$ cat src/rtl/psm_pkg.sv
// Purpose: Shared constants and types for the SPI pin multiplexer
// Assumes: Four port pins, index 0..3 maps to port_b_bit_two..five
// Notes:   Mode encodings are local to this block

package psm_pkg;

  localparam int unsigned PIN_COUNT = 4;

  // Pin positions inside the four-bit port
  localparam int unsigned MOSI_IDX = 0; // port_b_bit_two
  localparam int unsigned MISO_IDX = 1; // port_b_bit_three
  localparam int unsigned SS_IDX   = 2; // port_b_bit_four
  localparam int unsigned SCLK_IDX = 3; // port_b_bit_five, serial_clock_pin

  // Per-pin output driver type
  typedef enum logic [1:0] {
    PSM_QUASI  = 2'h0,
    PSM_PUSH   = 2'h1,
    PSM_INPUT  = 2'h2,
    PSM_ODRAIN = 2'h3
  } psm_mode_t;

  localparam psm_mode_t MODE_RST = PSM_INPUT;

  // Field width of one pin's mode in the config write and read words
  localparam int unsigned MODE_W = 2;

  // Reset values of pin drive registers and input synchronisers
  localparam logic [3:0] PIN_O_RST  = 4'h0;
  localparam logic [3:0] PIN_OE_RST = 4'h0;
  localparam logic [3:0] PIN_PU_RST = 4'h0;
  localparam logic       SYNC_RST   = 1'h0;

  // Status read word layout
  localparam int unsigned ST_ONE_BIT  = 7;
  localparam int unsigned ST_ZERO_BIT = 6;
  localparam int unsigned ST_RSV_HI   = 5;
  localparam int unsigned ST_RSV_LO   = 4;
  localparam int unsigned ST_OWN_LO   = 0;
  localparam logic [1:0]  ST_RSV_VAL  = 2'h0;

endpackage

$ cat src/rtl/psm_sync_if.sv
// Purpose: Carries raw pin levels to the synchroniser and clean ones back
// Assumes: One clock domain on the user side
// Notes:   Width set by parameter

`timescale 1ns/1ps

interface psm_sync_if #(
  parameter int unsigned W = 4
);
  logic [W-1:0] raw;
  logic [W-1:0] clean;

  modport sync (input raw, output clean);
  modport user (output raw, input clean);
endinterface

$ cat src/rtl/psm_sync.sv
// Purpose: Three-stage pin synchroniser with agreement filter
// Assumes: Pins are asynchronous to MCLK
// Notes:   First stage feeds only the second stage

`timescale 1ns/1ps

module psm_sync (
  input  wire logic MCLK,
  input  wire logic RST_B,
  psm_sync_if.sync  sif
);

  localparam int unsigned W = $bits(sif.raw);

  logic [W-1:0] s1_ff;
  logic [W-1:0] s2_ff;
  logic [W-1:0] s3_ff;
  logic [W-1:0] clean_ff;
  logic [W-1:0] nxt_clean;

  // A change counts only once stages two and three agree
  always_comb begin
    nxt_clean = clean_ff;
    for (int i = 0; i < W; i++) begin
      if (s2_ff[i] == s3_ff[i]) begin
        nxt_clean[i] = s3_ff[i];
      end
    end
  end

  always_ff @(posedge MCLK or negedge RST_B) begin
    if (!RST_B) begin
      s1_ff    <= {W{psm_pkg::SYNC_RST}};
      s2_ff    <= {W{psm_pkg::SYNC_RST}};
      s3_ff    <= {W{psm_pkg::SYNC_RST}};
      clean_ff <= {W{psm_pkg::SYNC_RST}};
    end else begin
      s1_ff    <= sif.raw;
      s2_ff    <= s1_ff;
      s3_ff    <= s2_ff;
      clean_ff <= nxt_clean;
    end
  end

  assign sif.clean = clean_ff;

endmodule // psm_sync

$ cat src/rtl/psm_top.sv
// Purpose: Four-pin port whose pins double as SPI data, select and clock
// Assumes: SPI core and port latches sit on MCLK; pins are asynchronous
// Notes:   Pin drive registered, one cycle after an SPI or latch change, two after a mode write
//
// Functional notes
// - Four-pin port, each pin's output driver type chosen by software
// - In reset every pin is input only with pull-up off
// - Each pin keeps its own mode; writing one leaves others alone
// - MOSI pin driven when SPI is master, input when slave
// - MISO pin input when SPI is master, driven when slave
// - Serial clock pin driven when master, received as input when slave
// - Reserved bits written zero; device may return anything on read
// - Fixed-zero bits written zero and always read back zero
// - Fixed-one bits written one and always read back one (status reads zero in reset, until the first clock after it)

`timescale 1ns/1ps

module psm_top #(
  parameter int unsigned PINS = psm_pkg::PIN_COUNT
) (
  input  wire logic            MCLK,
  input  wire logic            RST_B,
  // Pad side
  input  wire logic [PINS-1:0] PIN_I,
  output      logic [PINS-1:0] PIN_O,
  output      logic [PINS-1:0] PIN_OE,
  output      logic [PINS-1:0] PIN_PULLUP,
  // Port latch and per-pin configuration
  input  wire logic [PINS-1:0] LATCH,
  input  wire logic [PINS-1:0] CFG_WE,
  input  wire logic [7:0]      CFG_WDATA,
  // SPI core side
  input  wire logic            SPI_EN,
  input  wire logic            SPI_MASTER,
  input  wire logic            SPI_SS_USE,
  input  wire logic            SPI_MOSI_OUT,
  input  wire logic            SPI_MISO_OUT,
  input  wire logic            SPI_CLK_OUT,
  output      logic            SPI_MOSI_IN,
  output      logic            SPI_MISO_IN,
  output      logic            SPI_CLK_IN,
  output      logic            SPI_SS_IN,
  // Read-back
  output      logic [PINS-1:0] PORT_RD,
  output      logic [7:0]      CFG_RD,
  output      logic [7:0]      STATUS_RD
);

  psm_sync_if #(.W(PINS)) sif ();

  psm_pkg::psm_mode_t cfg_ff      [PINS];
  psm_pkg::psm_mode_t nxt_cfg     [PINS];
  logic [PINS-1:0]    pin_o_ff;
  logic [PINS-1:0]    pin_oe_ff;
  logic [PINS-1:0]    pin_pu_ff;
  logic [PINS-1:0]    nxt_pin_o;
  logic [PINS-1:0]    nxt_pin_oe;
  logic [PINS-1:0]    nxt_pin_pu;
  logic [PINS-1:0]    spi_drv;
  logic [PINS-1:0]    spi_rcv;
  logic [PINS-1:0]    spi_val;
  logic [PINS-1:0]    nxt_spi_in;
  logic [PINS-1:0]    spi_in_ff;
  logic [7:0]         nxt_status;
  logic [7:0]         status_ff;
  logic [7:0]         nxt_cfg_rd;
  logic [7:0]         cfg_rd_ff;

  assign sif.raw = PIN_I;

  psm_sync u_sync (
    .MCLK  (MCLK),
    .RST_B (RST_B),
    .sif   (sif)
  );

  // Which pins the SPI owns, and in which direction
  always_comb begin
    spi_drv = '0;
    spi_rcv = '0;
    spi_val = '0;
    if (SPI_EN) begin
      spi_val[psm_pkg::MOSI_IDX] = SPI_MOSI_OUT;
      spi_val[psm_pkg::MISO_IDX] = SPI_MISO_OUT;
      spi_val[psm_pkg::SCLK_IDX] = SPI_CLK_OUT;
      if (SPI_MASTER) begin
        spi_drv[psm_pkg::MOSI_IDX] = 1'b1;
        spi_rcv[psm_pkg::MISO_IDX] = 1'b1;
        spi_drv[psm_pkg::SCLK_IDX] = 1'b1;
      end else begin
        spi_rcv[psm_pkg::MOSI_IDX] = 1'b1;
        spi_drv[psm_pkg::MISO_IDX] = 1'b1;
        spi_rcv[psm_pkg::SCLK_IDX] = 1'b1;
      end
      spi_rcv[psm_pkg::SS_IDX] = SPI_SS_USE;
    end
  end

  // Per-pin mode storage and driver selection
  for (genvar i = 0; i < PINS; i++) begin : g_pin
    logic g_o;
    logic g_oe;
    logic g_pu;

    always_comb begin
      nxt_cfg[i] = cfg_ff[i];
      if (CFG_WE[i]) begin
        nxt_cfg[i] = psm_pkg::psm_mode_t'(
          CFG_WDATA[i*psm_pkg::MODE_W +: psm_pkg::MODE_W]);
      end
    end

    always_comb begin
      g_o  = 1'b0;
      g_oe = 1'b0;
      g_pu = 1'b0;
      if (spi_drv[i]) begin
        // SPI outputs are always actively driven, whatever the mode
        g_o  = spi_val[i];
        g_oe = 1'b1;
      end else if (spi_rcv[i]) begin
        // Keep the weak pull-up of a quasi pin so a floating input idles
        g_pu = (cfg_ff[i] == psm_pkg::PSM_QUASI);
      end else begin
        case (cfg_ff[i])
          psm_pkg::PSM_QUASI: begin
            g_oe = ~LATCH[i];
            g_pu = LATCH[i];
          end
          psm_pkg::PSM_PUSH: begin
            g_o  = LATCH[i];
            g_oe = 1'b1;
          end
          psm_pkg::PSM_ODRAIN: begin
            g_oe = ~LATCH[i];
          end
          psm_pkg::PSM_INPUT: begin
            g_oe = 1'b0;
          end
          default: begin
            g_oe = 1'b0;
          end
        endcase
      end
    end

    assign nxt_pin_o[i]  = g_o;
    assign nxt_pin_oe[i] = g_oe;
    assign nxt_pin_pu[i] = g_pu;
    assign nxt_cfg_rd[i*psm_pkg::MODE_W +: psm_pkg::MODE_W] = nxt_cfg[i];

    always_ff @(posedge MCLK or negedge RST_B) begin
      if (!RST_B) begin
        cfg_ff[i] <= psm_pkg::MODE_RST;
      end else begin
        cfg_ff[i] <= nxt_cfg[i];
      end
    end
  end

  // SPI inputs read the cleaned pin; a driven pin reads back as idle
  always_comb begin
    nxt_spi_in = sif.clean & spi_rcv;
    if (!spi_rcv[psm_pkg::SS_IDX]) begin
      // Unused select reads inactive high so the slave is not selected
      nxt_spi_in[psm_pkg::SS_IDX] = 1'b1;
    end
  end

  // Fixed bits read their value from the first clock after reset; reserved bits read zero
  always_comb begin
    nxt_status = '0;
    nxt_status[psm_pkg::ST_ONE_BIT]  = 1'b1;
    nxt_status[psm_pkg::ST_ZERO_BIT] = 1'b0;
    nxt_status[psm_pkg::ST_RSV_HI:psm_pkg::ST_RSV_LO] =
      psm_pkg::ST_RSV_VAL;
    nxt_status[psm_pkg::ST_OWN_LO +: PINS] = spi_drv;
  end

  always_ff @(posedge MCLK or negedge RST_B) begin
    if (!RST_B) begin
      pin_o_ff  <= psm_pkg::PIN_O_RST;
      pin_oe_ff <= psm_pkg::PIN_OE_RST;
      pin_pu_ff <= psm_pkg::PIN_PU_RST;
      spi_in_ff <= '0;
      status_ff <= '0;
      cfg_rd_ff <= '0;
    end else begin
      pin_o_ff  <= nxt_pin_o;
      pin_oe_ff <= nxt_pin_oe;
      pin_pu_ff <= nxt_pin_pu;
      spi_in_ff <= nxt_spi_in;
      status_ff <= nxt_status;
      cfg_rd_ff <= nxt_cfg_rd;
    end
  end

  // Reset clears the pad drive at once, not after a clock
  assign PIN_O      = pin_o_ff;
  assign PIN_OE     = pin_oe_ff;
  assign PIN_PULLUP = pin_pu_ff;

  assign SPI_MOSI_IN = spi_in_ff[psm_pkg::MOSI_IDX];
  assign SPI_MISO_IN = spi_in_ff[psm_pkg::MISO_IDX];
  assign SPI_CLK_IN  = spi_in_ff[psm_pkg::SCLK_IDX];
  assign SPI_SS_IN   = spi_in_ff[psm_pkg::SS_IDX];

  assign PORT_RD   = sif.clean;
  assign CFG_RD    = cfg_rd_ff;
  assign STATUS_RD = status_ff;

endmodule // psm_top
$ cat config.mk
export PLATFORM = sky130hd
export DESIGN_NAME = psm_top
export DESIGN_NICKNAME = d
export VERILOG_FILES = /design/src/rtl/psm_pkg.sv /design/src/rtl/psm_sync_if.sv /design/src/rtl/psm_sync.sv /design/src/rtl/psm_top.sv
export SDC_FILE = /design/constraint.sdc
export NUM_CORES = 1
export LEC_CHECK = 0
export BUFFER_PORTS_ARGS = -buffer_cell sky130_fd_sc_hd__buf_2
export CAP_MARGIN = 15
export CORE_AREA = 8 8 79 81
export CTS_CLUSTER_SIZE = 10
export DETAILED_ROUTE_END_ITERATION = 6
export DIE_AREA = 0 0 87 89
export HOLD_SLACK_MARGIN = 0.06
export PLACE_DENSITY_LB_ADDON = 0.25
export SYNTH_ARGS = -nofsm -noshare
export SYNTH_HDL_FRONTEND = slang
export SYNTH_SLANG_ARGS = --single-unit
$ cat constraint.sdc
create_clock -name MCLK -period 3 [get_ports MCLK]
set_input_delay 0 -clock MCLK [delete_from_list [all_inputs] [get_ports MCLK]]
set_output_delay 0 -clock MCLK [all_outputs]
set_load 0.005 [all_outputs]
* Yosys cells after proc, flatten, opt, wreduce, memory -nomap -nowiden
Index checks and enable logic that the tools add are counted.
Word-level totals: word-level logic and storage cells 91, register bits after elaboration 52, output and inout bits 36, input bits 28
Operators by class: multiplexer cells 45, equal/unequal tests 16, reduce and logical (&&, ||, !) cells 8, bitwise operators 5
Operators by type and width (count):
- $mux 1 | 34
- $eq 2x2->1 const B | 8
- $mux 2 | 6
- $pmux 1 s3 | 4
- $eq 2x1->1 const B | 4
- $logic_not 2->1 | 4
- $reduce_or 2->1 | 4
- $and 4x4->4 | 1
- $eq 1x1->1 | 4
- $mux 4 | 1
- $not 1->1 | 4

* Logic depth before layout (Yosys ltp)
Gate-level depths: netlist of run 1.
word-level depth 5, depth in mapped cells 4, mapped depth without buffers 4

* By module
A second synthesis of run 1 with hierarchy kept.
Unflattened totals: cell total of the unflattened synthesis 131, area, all modules 1767.9 um2
By module, submodules not included:
- psm_top | sequential area each 780.7 um2, cells an instance 111, area an instance 1322.5 um2, times used 1
- psm_sync | sequential area each 400.4 um2, cells an instance 20, area an instance 445.4 um2, times used 1

* Least setup slack after synthesis of run 1
OpenSTA, ideal clock, no wires.
path type register -> register, start reg cfg_ff[7] in the netlist's numbering, end reg pin_oe_ff[0], in the netlist PIN_OE[0], cell stages (with the launch flop) 5, setup time 83 ps, clock period less this slack 1337 ps, required time 2917 ps, path buffers 0, setup slack 1663 ps, data arrival time 1254 ps, path through dfstp_2 inv_1 ha_1 mux2_2 o21ai_0
Between the ends: longest elaborated chain between the ends 5, elaborated cells between the ends (all ways) 8, those cells by class eq/ne: 3; mux: 3; reduce/logical: 2
Ends and longest elaborated chain:
- from (decl) | RTL line psm_top.sv:51 | psm_pkg::psm_mode_t cfg_ff [PINS];
- from (signal, indexed assignment) | RTL line psm_top.sv:154 | cfg_ff[i] <= psm_pkg::MODE_RST;
- from (signal, indexed assignment) | RTL line psm_top.sv:156 | cfg_ff[i] <= nxt_cfg[i];
- $eq 2x2->1 or $logic_not 2->1 (tied branches) | RTL line psm_top.sv:125 | case (cfg_ff[i])
- $reduce_or 2->1 (no line)
- $pmux 1 s3 (*) | RTL line psm_top.sv:125
- $mux 1 (*) | RTL line psm_top.sv:121 | end else if (spi_rcv[i]) begin
- $mux 1 (*) | RTL line psm_top.sv:117 | if (spi_drv[i]) begin
- net g_pin[0].g_oe | RTL line psm_top.sv:102 | logic g_oe;
- to (signal assigned) | RTL line psm_top.sv:183 | pin_oe_ff <= psm_pkg::PIN_OE_RST;
- to (signal assigned) | RTL line psm_top.sv:190 | pin_oe_ff <= nxt_pin_oe;
- to (decl) | RTL line psm_top.sv:54 | logic [PINS-1:0] pin_oe_ff;
Mark *: on every way through the listed nets, which the timed path passes. The rest lies on a longest branch. A chain may end at the register's enable or synchronous reset.

* Final worst setup path of run 1
start in SPI_EN, end reg pin_o_ff[0], in the netlist PIN_O[0]
Between the ends: longest elaborated chain between the ends 3, elaborated cells between the ends (all ways) 5, those cells by class mux: 5
Ends and longest elaborated chain:
- from (decl) | RTL line psm_top.sv:33 | input wire logic SPI_EN,
- $mux 4 | RTL line psm_top.sv:82 | if (SPI_EN) begin
- $mux 1 | RTL line psm_top.sv:121
- $mux 1 (*) | RTL line psm_top.sv:117
- net g_pin[0].g_o | RTL line psm_top.sv:101 | logic g_o;
- to (signal assigned) | RTL line psm_top.sv:182 | pin_o_ff <= psm_pkg::PIN_O_RST;
- to (signal assigned) | RTL line psm_top.sv:189 | pin_o_ff <= nxt_pin_o;
- to (decl) | RTL line psm_top.sv:53 | logic [PINS-1:0] pin_o_ff;
Marked as above.

==> results of run 1 <==
synth_stat cells, drive strengths merged:
| library cell | count |
|---|---|
| dfrtp | 43 |
| ha | 12 |
| nand2 | 12 |
| buf | 11 |
| o21ai | 11 |
| inv | 9 |
| nor2b | 5 |
| dfstp | 4 |
| maj3 | 4 |
| mux2 | 3 |
| a21oi | 2 |
| and2 | 2 |
| conb | 2 |
| o21a | 2 |
| a21boi | 1 |
| a221oi | 1 |
| a32o | 1 |
| and3 | 1 |
| nand2b | 1 |
| nand3 | 1 |
| nand3b | 1 |
| o21bai | 1 |
| o2bb2ai | 1 |
cell families (layout without fill, tap and decap cells):
group           Yosys count  in the layout  synth area share [%]
buf+inv                  20            116                  6.46
flops                    47             47                  67.0
simple gates             23             23                  6.46
other cells               2              5                 0.426
compound gates           20             20                  6.96
fa+ha+maj                16             16                  10.8
mux                       3              3                  1.92
layout by cell type, fill, tap and decap left out, types with 2 or more instances in the layout:
cell,netlist,final
dfrtp_1,43,43
clkbuf_8,0,5
conb_1,2,5
o21a_1,2,2
buf_2,1,59
nand2_1,12,12
nor2b_1,5,5
mux2_2,3,3
a21oi_1,2,2
dlygate4sd3_1,0,40
ha_1,12,12
and2_1,2,2
inv_1,9,9
o21ai_0,11,11
dfstp_2,4,4
maj3_1,4,4
flip-flops by register name, indices dropped and copies added, names as in the netlist:
| register | cells |
|---|---|
| CFG_RD | 8 |
| PIN_OE | 4 |
| PIN_O | 4 |
| PIN_PULLUP | 4 |
| cfg_ff | 4 |
| spi_in_ff | 4 |
| u_sync.s1_ff | 4 |
| u_sync.s2_ff | 4 |
| u_sync.s3_ff | 4 |
| u_sync.sif.clean | 4 |
| STATUS_RD | 3 |
per-layer routing:
layer | up-vias | wire length [µm]
met5 | - | 0
met4 | 0 | 31
met3 | 4 | 299
met2 | 35 | 1960
met1 | 594 | 1560
li1 | 603 | -
per-stage QoR:
step                      util, %  hold WS, ns  area [µm²]  power (mW)  worst slack, ns
after floorplan                 -       -0.296        1770       0.787             1.66
after global placement       41.7        0.109        2080       0.861             1.64
after detailed placement     41.7        0.110        2080       0.863             1.58
after CTS                    51.6        0.325        2570        1.29             1.13
after global routing         51.6        0.327        2570        1.35            0.982
final                        51.6        0.346        2570        1.27             1.13
layout make-up:
type,instances,area [µm²],share of cell area (%)
sequential,47,1180,46.0
timing repair buffer,99,696,27.1
multi-input combinational,67,479,18.7
tap,70,87.6,3.41
clock buffer,6,72.6,2.83
inverter,9,33.8,1.32
clock inverter,2,16.3,0.634
worst paths after layout:
kind                                 startpoint         endpoint  slack [ns]  depth (start not counted)
worst max register to register        cfg_ff[1]         PIN_O[3]        1.38                          4
max in group asynchronous                 RST_B        PIN_OE[0]        2.00                          2
worst max-delay path                     SPI_EN         PIN_O[0]        1.13                          6
min in group asynchronous                 RST_B  u_sync.s1_ff[0]        0.40                          2
worst min register to register  u_sync.s1_ff[2]  u_sync.s2_ff[2]        0.35                          0
worst min-delay path                   PIN_I[2]  u_sync.s1_ff[2]        0.35                          2
report_power, final:
| group | switching (mW) | internal (mW) |
|---|---|---|
| clock | 0.210 | 0.167 |
| sequential | 0.0197 | 0.683 |
| combinational | 0.0819 | 0.107 |
worst register-to-register path: stages, from the launching register on:
cell	delay, ns
dfstp_2	0.53
inv_1	0.06
ha_1	0.18
a32o_1	0.19
dlygate4sd3_1	0.54
==> qor.txt, run 1 <==
Inst Count DP - 252
achievable frequency - 534 MHz
setup TNS - 0 ns
Hold Buf Count CTS - 40
final hold violations - 0
largest net degree at the start of global routing - 48
Syn Area/Cell - 13.5 µm²
die width - 87 µm
outcome - completed
global-route wire length before repair - 6290 µm
Cells after Synth - 131
WP data required - 3.24 ns
Final Instance Count excl. Fillers - 300
WS Path Type - in -> reg
top-area cell type share of the netlist area - 61.0%
CP endpoint kind - register
vias in the first global route - 1,355
period utilisation layout - 62.5%
slowest stage cell on the critical path - dlygate4sd3_1
slowest stage delay, CP - 0.56 ns
Tmin final - 1.87 ns
Post-DP HPWL - 2610 µm
H-tree lvl count - 2
CP top delay family - buffers and inverters
share of cells above drive strength 1 - 31.7%
RSZ-0062 raised after global routing - no
final setup vio count - 0
most used routing layer - met2
Slew headroom - 34.4%
row count - 26
Yosys reg bits - 47
Hold Crit Class - in -> reg
Avg Vias per Cell - 4.12
Final ANT Viol Nets - 0
CTS clk-pin slew, worst paths - 0.08 ns
total gr overflow - 0
IO Count - 64
register area share after synthesis - 67.0%
diode count - 0
cells along the critical path - dlygate4sd3_1, buf_2, nand3_1, dlygate4sd3_1, o21ai_0, dlygate4sd3_1
gr usage total - 10.7%
clock tree buffer depth - 2
Leak - 1.28 nW
met1 usage - 11.4%
post_cts resized - 0
CTS root buffer - clkbuf_8
Sink Count - 47
Cell Area, Synth - 0.00176 mm²
Unique masters post-synth - 24
Routed WL - 3850 µm
Tightest Pin Transition - 0.983 ns
Die Y - 89 µm
initial antenna violation count - 0
clk_lat worst skew - 0.29 ns
Critical Path Source Type - primary input
CP Buf/Inv Count - 4
TritonCTS clock tree - built
DRC viols - 0
max-slew violations - 0
nets@finish - 269
area leader, netlist - dfrtp_1
Layout area overhead - 45.6%
VDD IR max - 0.355 mV
maxcap violations - 0
via count - 1,236
initial drt markers - 17
postcts setup bufs - 0
post-DR wirelength/cell - 12.8 µm
Core Footprint - 0.00498 mm²
synth top area cells - dfrtp_1 (61%), ha_1 (8.5%), dfstp_2 (6.0%), buf_4 (4.3%), o21ai_0 (3.1%)
Worst Skew - 0.00150 ns
met3 Track Usage GR - 4.96%
GPL Wtd Cong - 0.692
initial core utilization - 35.4%
M2 GR Usage - 18.4%
cell repeated most along the worst path - dlygate4sd3_1
TritonRoute pass-1 iters - 2
crit path max fanout - 17
PD cells - 495 mW/mm²
Inserted Clock Buffers - 5
YS warnings - 0
Die Area - 0.00774 mm²
Critical Path AT - 2.11 ns
fillers - 455
IO Port Bufs - 59
Power figures use the tool's default switching activity.
==> run 2, diff against run 1 <==
==> constraint.sdc (replaced) <==
create_clock -name MCLK -period 1.7 [get_ports MCLK]
set_input_delay 0 -clock MCLK [delete_from_list [all_inputs] [get_ports MCLK]]
set_output_delay 0 -clock MCLK [all_outputs]
set_load 0.005 [all_outputs]
==> run 2 against run 1 <==
Compared with the run above: combinational power grew 71%; non-clock buffer count shrank 3; largest cell class unchanged; sequential share of layout area grew 0.80 points; routed wire length shrank 1.4%; final area shrank 1.7%; setup slack lost 1.1 ns; clock power grew 69%; via count shrank 2.7%; global-route usage grew 0.059 points.
==> qor.txt, run 2 (synthesized netlist as in run 1, its figures left out) <==
commonest non-fill, non-tap cell in the layout - buf_2
Post-DP HPWL - 2800 µm
initial antenna violation count - 0
internal power - 1.67 mW
TritonCTS clock tree - built
clk_lat worst skew - 0.29 ns
post-DR wirelength/cell - 12.8 µm
Final ANT Viol Nets - 0
initial drt markers - 22
R2R setup slack - 0.09 ns
achievable frequency - 596 MHz
Flop pwr share - 56.3%
total gr overflow - 0
final hold violations - 0
Comb pwr share - 14.7%
final core occ - 50.7%
initial core utilization - 35.4%
via count - 1,203
H-tree lvl count - 2
final setup vio count - 0
global-route wire length before repair - 6330 µm
largest net degree at the start of global routing - 22
sw power - 0.528 mW
Core Footprint - 0.00498 mm²
Sink Count - 47
maxcap violations - 0
CTS clk-pin slew, worst paths - 0.08 ns
Critical Path Source Type - primary input
Die Area - 0.00774 mm²
Critical Path AT - 1.86 ns
clock share of power - 29.0%
clock tree buffer depth - 2
IO Port Bufs - 59
Leak - 1.27 nW
gr usage total - 10.8%
setup TNS - 0 ns
postcts setup bufs - 0
DRC viols - 0
sw frac - 24.0%
row count - 26
Die Y - 89 µm
RR Startpoint - cfg_ff[1]
crit path max fanout - 4
share of cells above drive strength 1 - 33.9%
Avg Vias per Cell - 4.05
fillers - 469
Hold Crit Class - in -> reg
post_cts resized - 0
WP data required - 1.88 ns
WS Path Type - in -> reg
CP endpoint kind - register
period utilisation layout - 98.6%
GPL Wtd Cong - 0.710
max-slew violations - 0
diode count - 0
max FFs per register - 8
die width - 87 µm
TritonRoute pass-1 iters - 5
nets@finish - 266
Setup crit start - CFG_WE[3]
FF-to-FF path depth - 4
RSZ-0062 raised after global routing - no
Worst Skew - 0.00312 ns
Routed WL - 3800 µm
Tmin final - 1.68 ns
VDD IR max - 0.453 mV
Inserted Clock Buffers - 5
IO Count - 64
critical path endpoint - CFG_RD[6]
CTS root buffer - clkbuf_8
vias in the first global route - 1,331
outcome - completed
most frequent cells in the layout - buf_2 (59), dfrtp_1 (43), dlygate4sd3_1 (33)
Layout area overhead - 43.1%
PD cells - 873 mW/mm²
worst r2r dst - PIN_O[3]
==> run 2: cell types whose count changed in the layout (fill, tap and decap cells not counted) <==
cell / delta
buf_4: +4
dlygate4sd3_1: -7
inv_6: -1
clkinv_2: +1
==> run 2: power by group through the flow <==
stage | clock network (mW) | logic [mW] | registers [mW]
floorplan | 0 | 0.123 | 1.27
global placement | 0 | 0.264 | 1.26
detailed placement | 0 | 0.267 | 1.26
CTS | 0.684 | 0.335 | 1.24
global route | 0.721 | 0.370 | 1.25
finish | 0.638 | 0.324 | 1.24
==> run 2: area by class of cell <==
type	instances	area [µm²]	area share, %
flip-flops and latches	47	1180	46.8
repair buffers	96	656	26.0
multi-input cells	67	479	19.0
well taps	70	87.6	3.47
clock buffers	6	72.6	2.88
inverters	9	33.8	1.34
clock inverters	2	12.5	0.496
==> run 2: what timing repair did <==
action | CTS | global route
hold endpoints to repair | 55 | 0
setup endpoints to repair | 0 | 1
hold buffers | 34 | 0
==> run 2: routing by layer <==
layer	routed length (µm)	global-route usage, %	up-vias
li1	-	-	599
met1	1550	12.0	568
met2	1960	18.3	34
met3	272	4.23	2
met4	21	4.23	0
met5	0	0	-
==> run 2: worst min-delay path by stage <==
stage          cells past startpoint               to  slack, ns    from
2_1_floorplan                      0        CFG_RD[0]      -0.30   RST_B
3_3_place_gp                       1  u_sync.s1_ff[0]      -0.02   RST_B
3_5_place_dp                       1  u_sync.s1_ff[0]      -0.02   RST_B
4_1_cts                            3     spi_in_ff[2]       0.11  SPI_EN
5_1_grt                            3     spi_in_ff[2]       0.13  SPI_EN
6_report                           3        PIN_OE[1]       0.13  SPI_EN
==> run 2: worst max-delay path, cell delays in order <==
cell           delay, ns
dlygate4sd3_1       0.53
buf_2               0.14
nand2_1             0.05
dlygate4sd3_1       0.53
o21ai_0             0.06
dlygate4sd3_1       0.55
==> run 2: stage by stage <==
stage / setup WS, ns / instance area, µm² / hold WS (ns) / instances / power [mW]
floorplan: 0.363 / 1770 / -0.296 / 134 / 1.39
global placement: 0.335 / 2110 / -0.0246 / 256 / 1.53
detailed placement: 0.282 / 2110 / -0.0235 / 256 / 1.53
CTS: 0.0371 / 2530 / 0.112 / 298 / 2.26
global route: 0.000537 / 2520 / 0.126 / 297 / 2.34
finish: 0.0233 / 2520 / 0.126 / 297 / 2.20
==> run 3, diff against run 2 <==
--- a/config.mk
+++ b/config.mk
@@ -7,12 +7,13 @@
 export LEC_CHECK = 0
 export BUFFER_PORTS_ARGS = -buffer_cell sky130_fd_sc_hd__buf_2
 export CAP_MARGIN = 15
-export CORE_AREA = 8 8 79 81
+export CORE_AREA = 3 3 74 76
 export CTS_CLUSTER_SIZE = 10
 export DETAILED_ROUTE_END_ITERATION = 6
-export DIE_AREA = 0 0 87 89
+export DIE_AREA = 0 0 77 79
 export HOLD_SLACK_MARGIN = 0.06
 export PLACE_DENSITY_LB_ADDON = 0.25
+export SETUP_SLACK_MARGIN = 0.5
 export SYNTH_ARGS = -nofsm -noshare
 export SYNTH_HDL_FRONTEND = slang
 export SYNTH_SLANG_ARGS = --single-unit
==> run 3 against run 2 <==
Compared with the run above: clock skew is essentially flat; hold slack lost 0.030 ns; die area shrank 21%; sequential share of layout area shrank 1.1 points; fmax grew 27%; first-iteration DRC count grew 82%; clock power grew 12%; combinational power grew 9.0%; global-route usage grew 1.8 points.
==> qor.txt, run 3 (synthesized netlist as in run 1, its figures left out) <==
PD cells - 893 mW/mm²
final hold violations - 0
die width - 77 µm
CTS clk-pin slew, worst paths - 0.08 ns
WP data required - 1.92 ns
global-route wire length before repair - 5970 µm
crit path max fanout - 2
critical path endpoint - PIN_OE[1]
area of the multi-input gates - 541 µm²
Tmin final - 1.32 ns
R2R setup slack - 0.38 ns
maxcap violations - 0
VDD IR max - 0.438 mV
setup TNS - 0 ns
vias in the first global route - 1,314
TritonCTS clock tree - built
commonest non-fill, non-tap cell in the layout - buf_2
outcome - completed
routed length on met2 - 1950 µm
max-slew violations - 0
internal power - 1.77 mW
largest net degree at the start of global routing - 26
Setup crit start - cfg_ff[5]
nets@finish - 263
RR Startpoint - cfg_ff[5]
Critical Path AT - 1.54 ns
total gr overflow - 0
clk_lat worst skew - 0.29 ns
Avg Vias per Cell - 4.18
top sig layer - met4
Layout area overhead - 46.6%
Met3 Wirelength - 211 µm
Slew headroom - 61.7%
fillers - 413
Sink Count - 47
Worst Skew - 0.00355 ns
sw frac - 23.0%
GPL Wtd Cong - 0.727
Comb pwr share - 15.3%
most frequent cells in the layout - buf_2 (58), dfrtp_1 (43), dlygate4sd3_1 (30)
Leak - 1.28 nW
Core Footprint - 0.00479 mm²
CTS root buffer - clkbuf_8
achievable frequency - 759 MHz
WS Path Type - reg -> reg
Met1 Wirelength - 1350 µm
Critical Path Source Type - register
clock tree buffer depth - 2
TritonRoute pass-1 iters - 3
DRC viols - 0
Routed WL - 3540 µm
clock share of power - 30.9%
share of cells above drive strength 1 - 37.5%
FF-to-FF path depth - 4
row count - 25
via count - 1,216
Die Y - 79 µm
CP endpoint kind - register
worst r2r dst - PIN_OE[1]
Hold Worst Slack - 0.0958 ns
Post-DP HPWL - 2480 µm
initial core utilization - 36.8%
final setup vio count - 0
initial antenna violation count - 0
Final ANT Viol Nets - 0
IO Port Bufs - 59
period utilisation layout - 77.5%
Inserted Clock Buffers - 5
H-tree lvl count - 2
RSZ-0062 raised after global routing - yes
Hold Crit Class - in -> reg
PnR Total Power - 2.31 mW
Die Area - 0.00608 mm²
Flop pwr share - 53.8%
diode count - 0
post-DR wirelength/cell - 12.2 µm
Sequential cell area - 0.00118 mm²
IO Count - 64
max FFs per register - 8
Tightest Pin Transition - 0.574 ns
hold path depth - 2
initial drt markers - 40
gr usage total - 12.6%
sw power - 0.531 mW
## run 3: cell count changes in the layout (fill, tap and decap cells not counted), moves of 3 or more
cell / delta
inv_2: +3
ha_1: -4
dlygate4sd3_1: -3
mux2_4: +3
ha_4: +4
inv_1: -3
mux2_2: -3
## run 3: worst min-delay path by stage
stage / startpoint / slack (ns) / end
2_1_floorplan: RST_B / -0.30 / CFG_RD[0]
3_3_place_gp: RST_B / 0.02 / PIN_O[2]
3_5_place_dp: RST_B / 0.03 / PIN_PULLUP[2]
4_1_cts: SPI_EN / 0.08 / PIN_OE[0]
5_1_grt: SPI_EN / 0.12 / PIN_OE[0]
6_report: SPI_EN / 0.1 / PIN_OE[0]
## run 3: area by class of cell
type / count / share of cell area (%)
Clock buffer: 8 / 3.87
Tap cell: 67 / 3.24
Sequential cell: 47 / 45.7
Timing Repair Buffer: 93 / 24.9
Inverter: 9 / 1.31
Multi-Input combinational cell: 67 / 20.9
## run 3: per-layer routing
| metal | track usage [%] | vias to the layer above |
|---|---|---|
| li1 | - | 591 |
| met3 | 3.51 | 4 |
| met5 | 0 | - |
| met2 | 24.0 | 37 |
| met4 | 5.34 | 0 |
| met1 | 13.0 | 584 |
## run 3: stage by stage
| stage | worst slack, ns | utilization (%) | area, µm² | instances |
|---|---|---|---|---|
| floorplan | 0.413 | - | 1820 | 134 |
| global placement | 0.402 | 44.8 | 2140 | 250 |
| detailed placement | 0.380 | 44.8 | 2140 | 250 |
| CTS | 0.381 | 53.8 | 2570 | 292 |
| global route | 0.308 | 54.0 | 2580 | 291 |
| finish | 0.382 | 54.0 | 2580 | 291 |
## run 3: timing repair
| item | 4_1_cts | 5_1_grt |
|---|---|---|
| hold endpoints to repair | 52 | 0 |
| hold buffers | 31 | 0 |
| buffers inserted | 3 | 0 |
| setup endpoints to repair | 4 | 6 |
| pin swaps | 3 | 1 |
| resized for setup | 0 | 4 |
## run 3: critical path, cell delays in order, from the launching register on
cell and delay [ns]:
dfstp_2 0.54, inv_2 0.05, ha_4 0.26, mux2_4 0.28, o21bai_1 0.12
## run 3: power groups by stage
stage | sequential [mW] | combinational [mW] | clock, mW
after detailed placement | 1.26 | 0.291 | 0
after floorplan | 1.27 | 0.149 | 0
after global placement | 1.26 | 0.280 | 0
after global routing | 1.25 | 0.396 | 0.795
after CTS | 1.24 | 0.357 | 0.749
final | 1.24 | 0.353 | 0.712
